$ cat src/inc/ceir_consts.svh
/*
  Register indices, field positions, reset values for the sideband
  control channel error injection and remote target remap block.
  Assumes inclusion from design files only.
*/
`ifndef CEIR_CONSTS_SVH
`define CEIR_CONSTS_SVH
`define CEIR_IDX_ERR_INJ   8'h06
`define CEIR_IDX_TGT_ONE   8'h70
`define CEIR_IDX_TGT_TWO   8'h71
`define CEIR_IDX_TGT_THREE 8'h72
`define CEIR_FORCE_BIT     6
`define CEIR_TYPE_LSB      3
`define CEIR_INDEX_LSB     0
`define CEIR_TGT_LSB       1
`define CEIR_RST_TYPE      3'h0
`define CEIR_RST_INDEX     3'h0
`define CEIR_RST_TGT       7'h00
`define CEIR_LFSR_SEED     8'hA5
`define CEIR_LAST_INDEX    4'h8
`endif

$ cat src/inc/ceir_pkg.sv
/*
  Types for the error injection and remap block.
  Assumes nothing beyond a SystemVerilog compiler.
*/
package ceir_pkg;
  typedef enum logic [2:0] {
    CEIR_ERR_NONE  = 3'h0,
    CEIR_ERR_CRC   = 3'h1,
    CEIR_ERR_SEQ   = 3'h2,
    CEIR_ERR_DROP  = 3'h3,
    CEIR_ERR_RAND  = 3'h4,
    CEIR_ERR_BIT0  = 3'h5
  } ceir_err_t;

  // One forward control channel byte with its framing fields
  typedef struct packed {
    logic       valid;
    logic       sot;
    logic [1:0] alias_sel;
    logic [3:0] seq;
    logic [7:0] data;
    logic [7:0] crc;
  } ceir_frame_t;
endpackage

$ cat src/core/ceir_top.sv
/*
  Forward sideband control channel error injection and remote target
  address remap, with an Avalon-MM register slave (word addressed).
  Assumes frames arrive on i_clk from the channel framer and that
  alias matching is done upstream and given as alias_sel.
*/
`timescale 1ns/1ps
`include "ceir_consts.svh"

module ceir_top (
  input  wire logic                 i_clk,
  input  wire logic                 i_arst_n,
  input  wire logic [7:0]           i_avs_address,
  input  wire logic                 i_avs_read,
  input  wire logic                 i_avs_write,
  input  wire logic [31:0]          i_avs_writedata,
  input  wire logic [3:0]           i_avs_byteenable,
  output logic      [31:0]          o_avs_readdata,
  output logic                      o_avs_waitrequest,
  input  wire ceir_pkg::ceir_frame_t i_fwd_frame,
  output ceir_pkg::ceir_frame_t     o_fwd_frame,
  output logic                      o_err_pending
);

  logic                  ack_q, ack_d;
  logic [31:0]           rdata_q, rdata_d;
  logic [2:0]            type_q, type_d;
  logic [2:0]            index_q, index_d;
  logic [6:0]            tgt_q [3];
  logic [6:0]            tgt_d [3];
  logic                  armed_q, armed_d;
  logic [3:0]            pos_q, pos_d;
  logic [3:0]            seq_ofs_q, seq_ofs_d;
  logic [7:0]            lfsr_q, lfsr_d;
  ceir_pkg::ceir_frame_t out_q, out_d;
  logic                  wr_ok, rd_ok, lane0;
  logic                  force_wr, hit;
  logic [3:0]            cur_idx;
  logic [7:0]            rm_data;
  logic [2:0]            rand_bit;

  // Slave answers with one wait cycle so read data come from a flop
  assign o_avs_waitrequest = (i_avs_read | i_avs_write) & ~ack_q;
  assign wr_ok             = i_avs_write & ack_q;
  assign rd_ok             = i_avs_read & ack_q;
  assign lane0             = i_avs_byteenable[0];
  assign o_avs_readdata    = rdata_q;
  assign o_fwd_frame       = out_q;
  assign o_err_pending     = armed_q;

  assign force_wr = wr_ok & lane0 & (i_avs_address == `CEIR_IDX_ERR_INJ)
                  & i_avs_writedata[`CEIR_FORCE_BIT];

  assign cur_idx = i_fwd_frame.sot ? 4'h0 : pos_q;
  assign hit     = armed_q & i_fwd_frame.valid & (cur_idx == {1'h0, index_q});

  // Spread of the LFSR over 1..7 is slightly uneven; fine for test use
  assign rand_bit = 3'(lfsr_q[2:0] % 3'h7) + 3'h1;

  always_comb begin
    ack_d   = (i_avs_read | i_avs_write) & ~ack_q;
    rdata_d = rdata_q;
    if (ack_d) begin
      rdata_d = 32'h0000_0000;
      case (i_avs_address)
        `CEIR_IDX_ERR_INJ:   rdata_d[7:0] = {2'h0, type_q, index_q};
        // target address in upper seven bits
        `CEIR_IDX_TGT_ONE:   rdata_d[7:0] = {tgt_q[0], 1'h0};
        `CEIR_IDX_TGT_TWO:   rdata_d[7:0] = {tgt_q[1], 1'h0};
        `CEIR_IDX_TGT_THREE: rdata_d[7:0] = {tgt_q[2], 1'h0};
        default:             rdata_d = 32'h0000_0000;
      endcase
    end
  end

  always_comb begin
    type_d  = type_q;
    index_d = index_q;
    for (int i = 0; i < 3; i++) begin
      tgt_d[i] = tgt_q[i];
    end
    if (wr_ok & lane0) begin
      case (i_avs_address)
        `CEIR_IDX_ERR_INJ: begin
          type_d  = i_avs_writedata[`CEIR_TYPE_LSB +: 3];
          index_d = i_avs_writedata[`CEIR_INDEX_LSB +: 3];
        end
        `CEIR_IDX_TGT_ONE:   tgt_d[0] = i_avs_writedata[`CEIR_TGT_LSB +: 7];
        `CEIR_IDX_TGT_TWO:   tgt_d[1] = i_avs_writedata[`CEIR_TGT_LSB +: 7];
        `CEIR_IDX_TGT_THREE: tgt_d[2] = i_avs_writedata[`CEIR_TGT_LSB +: 7];
        default:             type_d = type_q;
      endcase
    end
  end

  always_comb begin
    lfsr_d = {lfsr_q[6:0], lfsr_q[7] ^ lfsr_q[5] ^ lfsr_q[4] ^ lfsr_q[3]};
    pos_d  = pos_q;
    if (i_fwd_frame.valid) begin
      pos_d = (cur_idx == `CEIR_LAST_INDEX) ? cur_idx : cur_idx + 4'h1;
    end
    // one shot; a new force in the same cycle as use wins
    armed_d = hit ? 1'h0 : armed_q;
    if (force_wr) begin
      armed_d = 1'h1;
    end
  end

  always_comb begin
    rm_data = i_fwd_frame.data;
    // alias remap on the address byte
    if (i_fwd_frame.sot && i_fwd_frame.alias_sel != 2'h0) begin
      rm_data[7:1] = tgt_q[i_fwd_frame.alias_sel - 2'h1];
    end
    seq_ofs_d    = seq_ofs_q;
    out_d        = i_fwd_frame;
    out_d.data   = rm_data;
    out_d.seq    = i_fwd_frame.seq + seq_ofs_q;
    if (hit) begin
      case (ceir_pkg::ceir_err_t'(type_q))
        ceir_pkg::CEIR_ERR_CRC:  out_d.crc = ~i_fwd_frame.crc;
        // skip one sequence number from here on
        ceir_pkg::CEIR_ERR_SEQ: begin
          seq_ofs_d = seq_ofs_q + 4'h1;
          out_d.seq = i_fwd_frame.seq + seq_ofs_q + 4'h1;
        end
        ceir_pkg::CEIR_ERR_DROP: out_d.valid = 1'h0;
        ceir_pkg::CEIR_ERR_RAND: out_d.data = rm_data ^ (8'h01 << rand_bit);
        ceir_pkg::CEIR_ERR_BIT0: out_d.data = rm_data ^ 8'h01;
        // none and reserved codes leave the frame intact
        default:                 out_d = out_d;
      endcase
    end
  end

  always_ff @(posedge i_clk or negedge i_arst_n) begin
    if (!i_arst_n) begin
      ack_q     <= 1'h0;
      rdata_q   <= 32'h0000_0000;
      type_q    <= `CEIR_RST_TYPE;
      index_q   <= `CEIR_RST_INDEX;
      for (int i = 0; i < 3; i++) begin
        tgt_q[i] <= `CEIR_RST_TGT;
      end
      armed_q   <= 1'h0;
      pos_q     <= 4'h0;
      seq_ofs_q <= 4'h0;
      lfsr_q    <= `CEIR_LFSR_SEED;
      out_q     <= '0;
    end else begin
      ack_q     <= ack_d;
      rdata_q   <= rdata_d;
      type_q    <= type_d;
      index_q   <= index_d;
      for (int i = 0; i < 3; i++) begin
        tgt_q[i] <= tgt_d[i];
      end
      armed_q   <= armed_d;
      pos_q     <= pos_d;
      seq_ofs_q <= seq_ofs_d;
      lfsr_q    <= lfsr_d;
      out_q     <= out_d;
    end
  end
endmodule // ceir_top

$ cat config.mk
export PLATFORM = sky130hd
export DESIGN_NAME = ceir_top
export DESIGN_NICKNAME = d
export VERILOG_FILES = /design/src/inc/ceir_pkg.sv /design/src/core/ceir_top.sv
export VERILOG_INCLUDE_DIRS = /design/src /design/src/inc
export SDC_FILE = /design/constraint.sdc
export NUM_CORES = 1
export LEC_CHECK = 0
export ABC_AREA = 1
export ABC_CLOCK_PERIOD_IN_PS = 5700
export BUFFER_PORTS_ARGS = -buffer_cell sky130_fd_sc_hd__buf_2
export CAP_MARGIN = 15
export CORE_MARGIN = 1.5
export CORE_UTILIZATION = 55
export CTS_CLUSTER_SIZE = 16
export DETAILED_ROUTE_END_ITERATION = 8
export HOLD_SLACK_MARGIN = 0.03
export PLACE_DENSITY_LB_ADDON = 0.15
export SLEW_MARGIN = 20
export SYNTH_ARGS = -nofsm -noshare
export SYNTH_HDL_FRONTEND = slang
export SYNTH_SLANG_ARGS = --single-unit
$ cat constraint.sdc
create_clock -name i_clk -period 5.7 [get_ports i_clk]
set_clock_uncertainty 0.1 [all_clocks]
set_input_delay 1.14 -clock i_clk [delete_from_list [all_inputs] [get_ports i_clk]]
set_output_delay 1.14 -clock i_clk [all_outputs]
set_load 0.005 [all_outputs]
---- Yosys cells after proc, flatten, opt, wreduce, memory -nomap -nowiden ----
Index checks and enable logic that the tools add are counted.
storage, ports and cells
  bits in registers ....................... 77
  input bits .............................. 72
  output and inout bits ................... 58
  word-level logic and storage cells ...... 75
cells by class
  add/subtract/negate cells ............... 6
  div/mod/pow operators ................... 1
  $lt $le $gt $ge ......................... 1
  equality and inequality tests ........... 11
  shift-type cells ........................ 1
  mux-type cells .......................... 14
  bitwise gates (word level) .............. 16
  reductions and logical operators ........ 8
operators by type and width
  cell                   number
  $pmux W8 S4            1
  $eq A8 B7 Y1 const B   3
  $mux W24               1
  $mux W7                3
  $pmux W8 S2            1
  $bmux W7 S2            1
  $add A4 B1 Y4 const B  3
  $mux W4                3
  $reduce_and A2 Y1      5
  $eq A8 B3 Y1 const B   1
  $mux W8                1
  $not A8 Y8             1
  $shl A1 B3 Y8 const A  1
  $xor A8 B8 Y8          1
  $and A1 B1 Y1          7
  $eq A3 B2 Y1 const B   2
  $eq A3 B3 Y1 const B   2
  $add A4 B4 Y4          1
  $eq A4 B3 Y1           1
  $eq A4 B4 Y1 const B   1
  $reduce_bool A2 Y1     2
  $add A3 B1 Y3 const B  1
  $eq A3 B1 Y1 const B   1
  $ge A3 B3 Y1 const B   1
  other kinds (8)        13

---- Depth between registers and ports, before layout ----
  depth in word-level cells ............... 9
  mapped depth ............................ 13
  mapped depth without buffers ............ 13

---- Least setup slack after synthesis ----
No wires, ideal clock.
  kind .................................... input-to-output
  start ................................... input i_avs_write
  end ..................................... output o_avs_waitrequest
  data arrival time ....................... 1.657 ns
  data required time ...................... 4.460 ns
  slack ................................... 2.803 ns
  cell stages on the path ................. 2
  buffers on the path ..................... 0
  cell sequence ........................... o21ai_2 clkinv_1
between the ends
  longest elaborated chain between the ends .. 2
ends and longest elaborated chain
  element             RTL line        RTL
  start: declaration  ceir_top.sv:15  input wire logic i_avs_write,
  $or A1 B1 Y1        ceir_top.sv:43  assign o_avs_waitrequest = (i_avs_read | i_avs_write) & ~ack_q;
  $and A1 B1 Y1       ceir_top.sv:43
  end: declaration    ceir_top.sv:19  output logic o_avs_waitrequest,
No other way between the ends.

---- Worst setup path after layout ----
Same ends and word-level chain as after synthesis.

==> flow_metrics.py <==
metrics = {
    "routing": {
        "via_count": 3291,
        "post_drt_via_cell_ratio": 5.00,
        "drc_errors": 0,
        "avgRoutedWirePerCell_um": 13.0,
        "antenna_left": 0,
        "drt_first_iter_violations": 190,
        "route.final.wire_length_um": 8580,
        "drt-pass1-iter-count": 5,
    },
    "setup_path": {
        "slowest_stage": "o21ai_2",
        "path_class": "in -> out",
        "worstPathCellList": "buf_2, o21ai_2, clkinv_1, buf_2",
        "regToRegStartpoint": "lfsr_q[0]$_DFF_PN1_",
        "cpPeakStageDelay_ns": 0.32,
        "setup.worst_path.start": "i_avs_write",
        "worstSetupStartpointType": "input pin",
        "nature_of_the_critical_path_endpoint": "output port",
        "worst_ep_required_time_ns": 4.46,
        "critPathMostFrequentCell": "buf_2",
        "crit_path_max_fanout": 10,
        "critPathArrivalTime_ns": 2.11,
    },
    "synthesis": {
        "post-synth-top-area-fraction_pct": 44.1,
        "synth_xor_xnor_area_share_pct": 5.08,
        "synthAdderAreaFrac_pct": 4.11,
        "mappedNetlistArea_um2": 4140,
        "ys_seq_area_share_pct": 46.6,
        "number_of_distinct_library_cells_after_synthesis": 36,
        "synthSimpleGateAreaFrac_pct": 24.9,
        "mapped_cells": 471,
        "cells_taking_the_most_area_after_synthesis": "dfrtp_1 (44%), nand2_1 (11%), o21ai_0 (4.6%)",
        "synth_top_family_by_area": "simple AND/OR/NAND/NOR gates",
        "synth_top_area_cell": "dfrtp_1",
        "post_synth.cell_area_avg_um2": 8.79,
        "yosysWarnings": 0,
        "ys_ff_latch": 77,
        "synth-compound-area-share_pct": 9.91,
        "yosys-mux-area-fraction_pct": 0,
    },
    "clocking": {
        "cts.repair.resized": 0,
        "ctsLongestPathBuffers": 2,
        "clk_root_buffer_cell": "clkbuf_8",
        "clock_latency_ns": 0.35,
        "hold_buffers": 0,
        "h-tree-depth": 3,
        "post-cts-setup-buffer-count": 0,
        "tritoncts": "done",
        "worst_setup_hold_path_clk_slew_ns": 0.07,
        "total_clock_buffers_created_by_cts": 9,
        "clkSinkCount": 77,
    },
    "cells_and_area": {
        "fillCellCount": 636,
        "post_route_cells_drive_above_1_share_pct": 24.2,
        "num_antenna_cells": 0,
        "finalNetCount": 639,
        "finalNonFillerCells": 658,
        "layout-area-overhead-vs-synth_pct": 15.6,
    },
    "grt": {
        "global_route.usage.total_pct": 22.6,
        "first_global_vias": 3169,
        "grt_antenna_before_repair": 0,
        "grt_max_degree": 78,
        "grt.overflow.total": 0,
        "first_pass_grt_wire_length_um": 14600,
    },
    "worst_hold_path": {
        "min_from": "lfsr_q[6]$_DFF_PN0_",
        "timing.hold.worst.class": "reg -> reg",
    },
    "timing": {
        "fin_crit_sh_pct": 58.8,
        "fmaxAchievable_ghz": 0.298,
        "final_period_minus_worst_setup_slack_ns": 3.35,
        "max_slew_headroom_at_the_worst_pin_pct": 37.9,
        "fin_setup_tns_ns": 0,
        "slew_viol_final": 0,
        "setup_viol": 0,
        "finalHoldViolCount": 0,
        "worst_max_slew_pin_slew_ns": 0.931,
        "grt_setup_unrepaired": "false",
    },
    "placed_design": {
        "gpl.final_weighted_congestion": 0.878,
        "place.detailed.hpwl_um": 6330,
        "dpl_cells": 642,
        "number_of_i_o_port_buffers": 78,
    },
    "outcome": {
        "status": "finished clean",
    },
    "power_and_ir_drop": {
        "power.ir.vdd_worst_v": 0.000139,
        "p_total_w": 0.00121,
        "power_leakage_nw": 2.50,
        "power_per_cell_area_nw_per_um2": 253,
    },
    "floorplanning": {
        "placeableCoreArea_um2": 7250,
        "die_h_um": 89.8,
        "die-width_um": 89.8,
        "rows": 31,
        "io-pin-count": 130,
        "die-area_um2": 8060,
        "start_util_pct": 57.1,
    },
    "run": {
        "number_of_violations_of_the_max_capacitance_limit": 0,
    },
}
-- path summary, 6_finish.rpt --
path                                                 end  slack, ns  cells past startpoint
max                                    o_avs_waitrequest       2.35                      4
min                                  lfsr_q[7]$_DFF_PN1_       0.26                      0
max reg2reg                    o_fwd_frame[14]$_DFF_PN0_       3.40                      9
min reg2reg                          lfsr_q[7]$_DFF_PN1_       0.26                      0
max in group asynchronous  o_avs_readdata[5]$_DFFE_PN0P_       4.06                      1
min in group asynchronous            lfsr_q[6]$_DFF_PN0_       0.84                      1
-- metal layers --
layer  up-vias  part of all wire [%]  track usage (%)
met5         -                     0                0
met2       106                    50             38.4
met4         0                   1.8             7.41
met1      1524                    41             28.3
li1       1646                     -                -
met3        15                   6.5             5.41
-- critical path: cells and delay by family --
family	cells	cell delay, ns
AO/OA/AOI/OAI	1	0.32
buffers and inverters	3	0.65
-- kinds of logic after synthesis --
kind of cell | Yosys count
other | 1
AND/OR/NAND/NOR | 213
AO/OA/AOI/OAI | 70
buffers and inverters | 73
flip-flops | 77
XOR/XNOR | 24
adder cells (fa/ha/maj) | 13
-- sequential cells by signal, summed over array words and instances, names as in the netlist --
name	count
type_q	3
o_avs_readdata	8
o_err_pending	1
pos_q	4
ack_q	1
tgt_q	21
lfsr_q	8
index_q	3
seq_ofs_q	4
o_fwd_frame	24
-- synth_stat cells (all sizes together) --
| cell | instances |
|---|---|
| nand2 | 125 |
| dfrtp | 73 |
| o21ai | 54 |
| inv | 43 |
| nand3 | 36 |
| nor2 | 35 |
| buf | 29 |
| xor2 | 16 |
| a21oi | 12 |
| ha | 12 |
| xnor2 | 8 |
| nor3 | 7 |
| nand4 | 6 |
| dfstp | 4 |
| nor4 | 2 |
| o21a | 2 |
| o22ai | 2 |
| and2 | 1 |
| clkinv | 1 |
| conb | 1 |
| fa | 1 |
| nand3b | 1 |
-- report_power, final --
group          switching [W]  internal (W)
logic              0.0000806     0.0000442
clock network       0.000188      0.000327
registers         0.00000845      0.000565
total               0.000277      0.000936
-- area by class of cell --
type / instances / area, um^2 / area share [%]
clock buffer: 13 / 169 / 3.53
tap: 99 / 124 / 2.59
clock inverter: 3 / 90.1 / 1.88
timing repair buffer: 78 / 393 / 8.21
inverter: 44 / 165 / 3.45
sequential: 77 / 1930 / 40.4
multi-input combinational: 344 / 1910 / 40.0
-- placed cells by master (no fill, tap or decap), drive strengths merged, types with 3 or more instances in the layout --
cell,Yosys,final
nand2,125,125
buf,29,78
dfrtp,73,73
o21ai,54,54
inv,43,43
nand3,36,36
nor2,35,35
conb,1,24
xor2,16,16
clkbuf,0,13
ha,12,12
a21oi,12,12
xnor2,8,8
nor3,7,7
nand4,6,6
dfstp,4,4
bufinv,0,3
-- stage by stage --
| step | utilization (%) | cell area (um^2) | hold WS, ns | worst slack, ns |
|---|---|---|---|---|
| floorplan | - | 4230 | 0.233 | 2.80 |
| global placement | 62.4 | 4530 | 0.238 | 2.33 |
| detailed placement | 62.4 | 4530 | 0.248 | 2.34 |
| CTS | 66.0 | 4790 | 0.263 | 2.33 |
| global route | 66.0 | 4790 | 0.272 | 2.20 |
| finish | 66.0 | 4790 | 0.259 | 2.35 |
No activity file was read; power rests on OpenSTA's default activity.
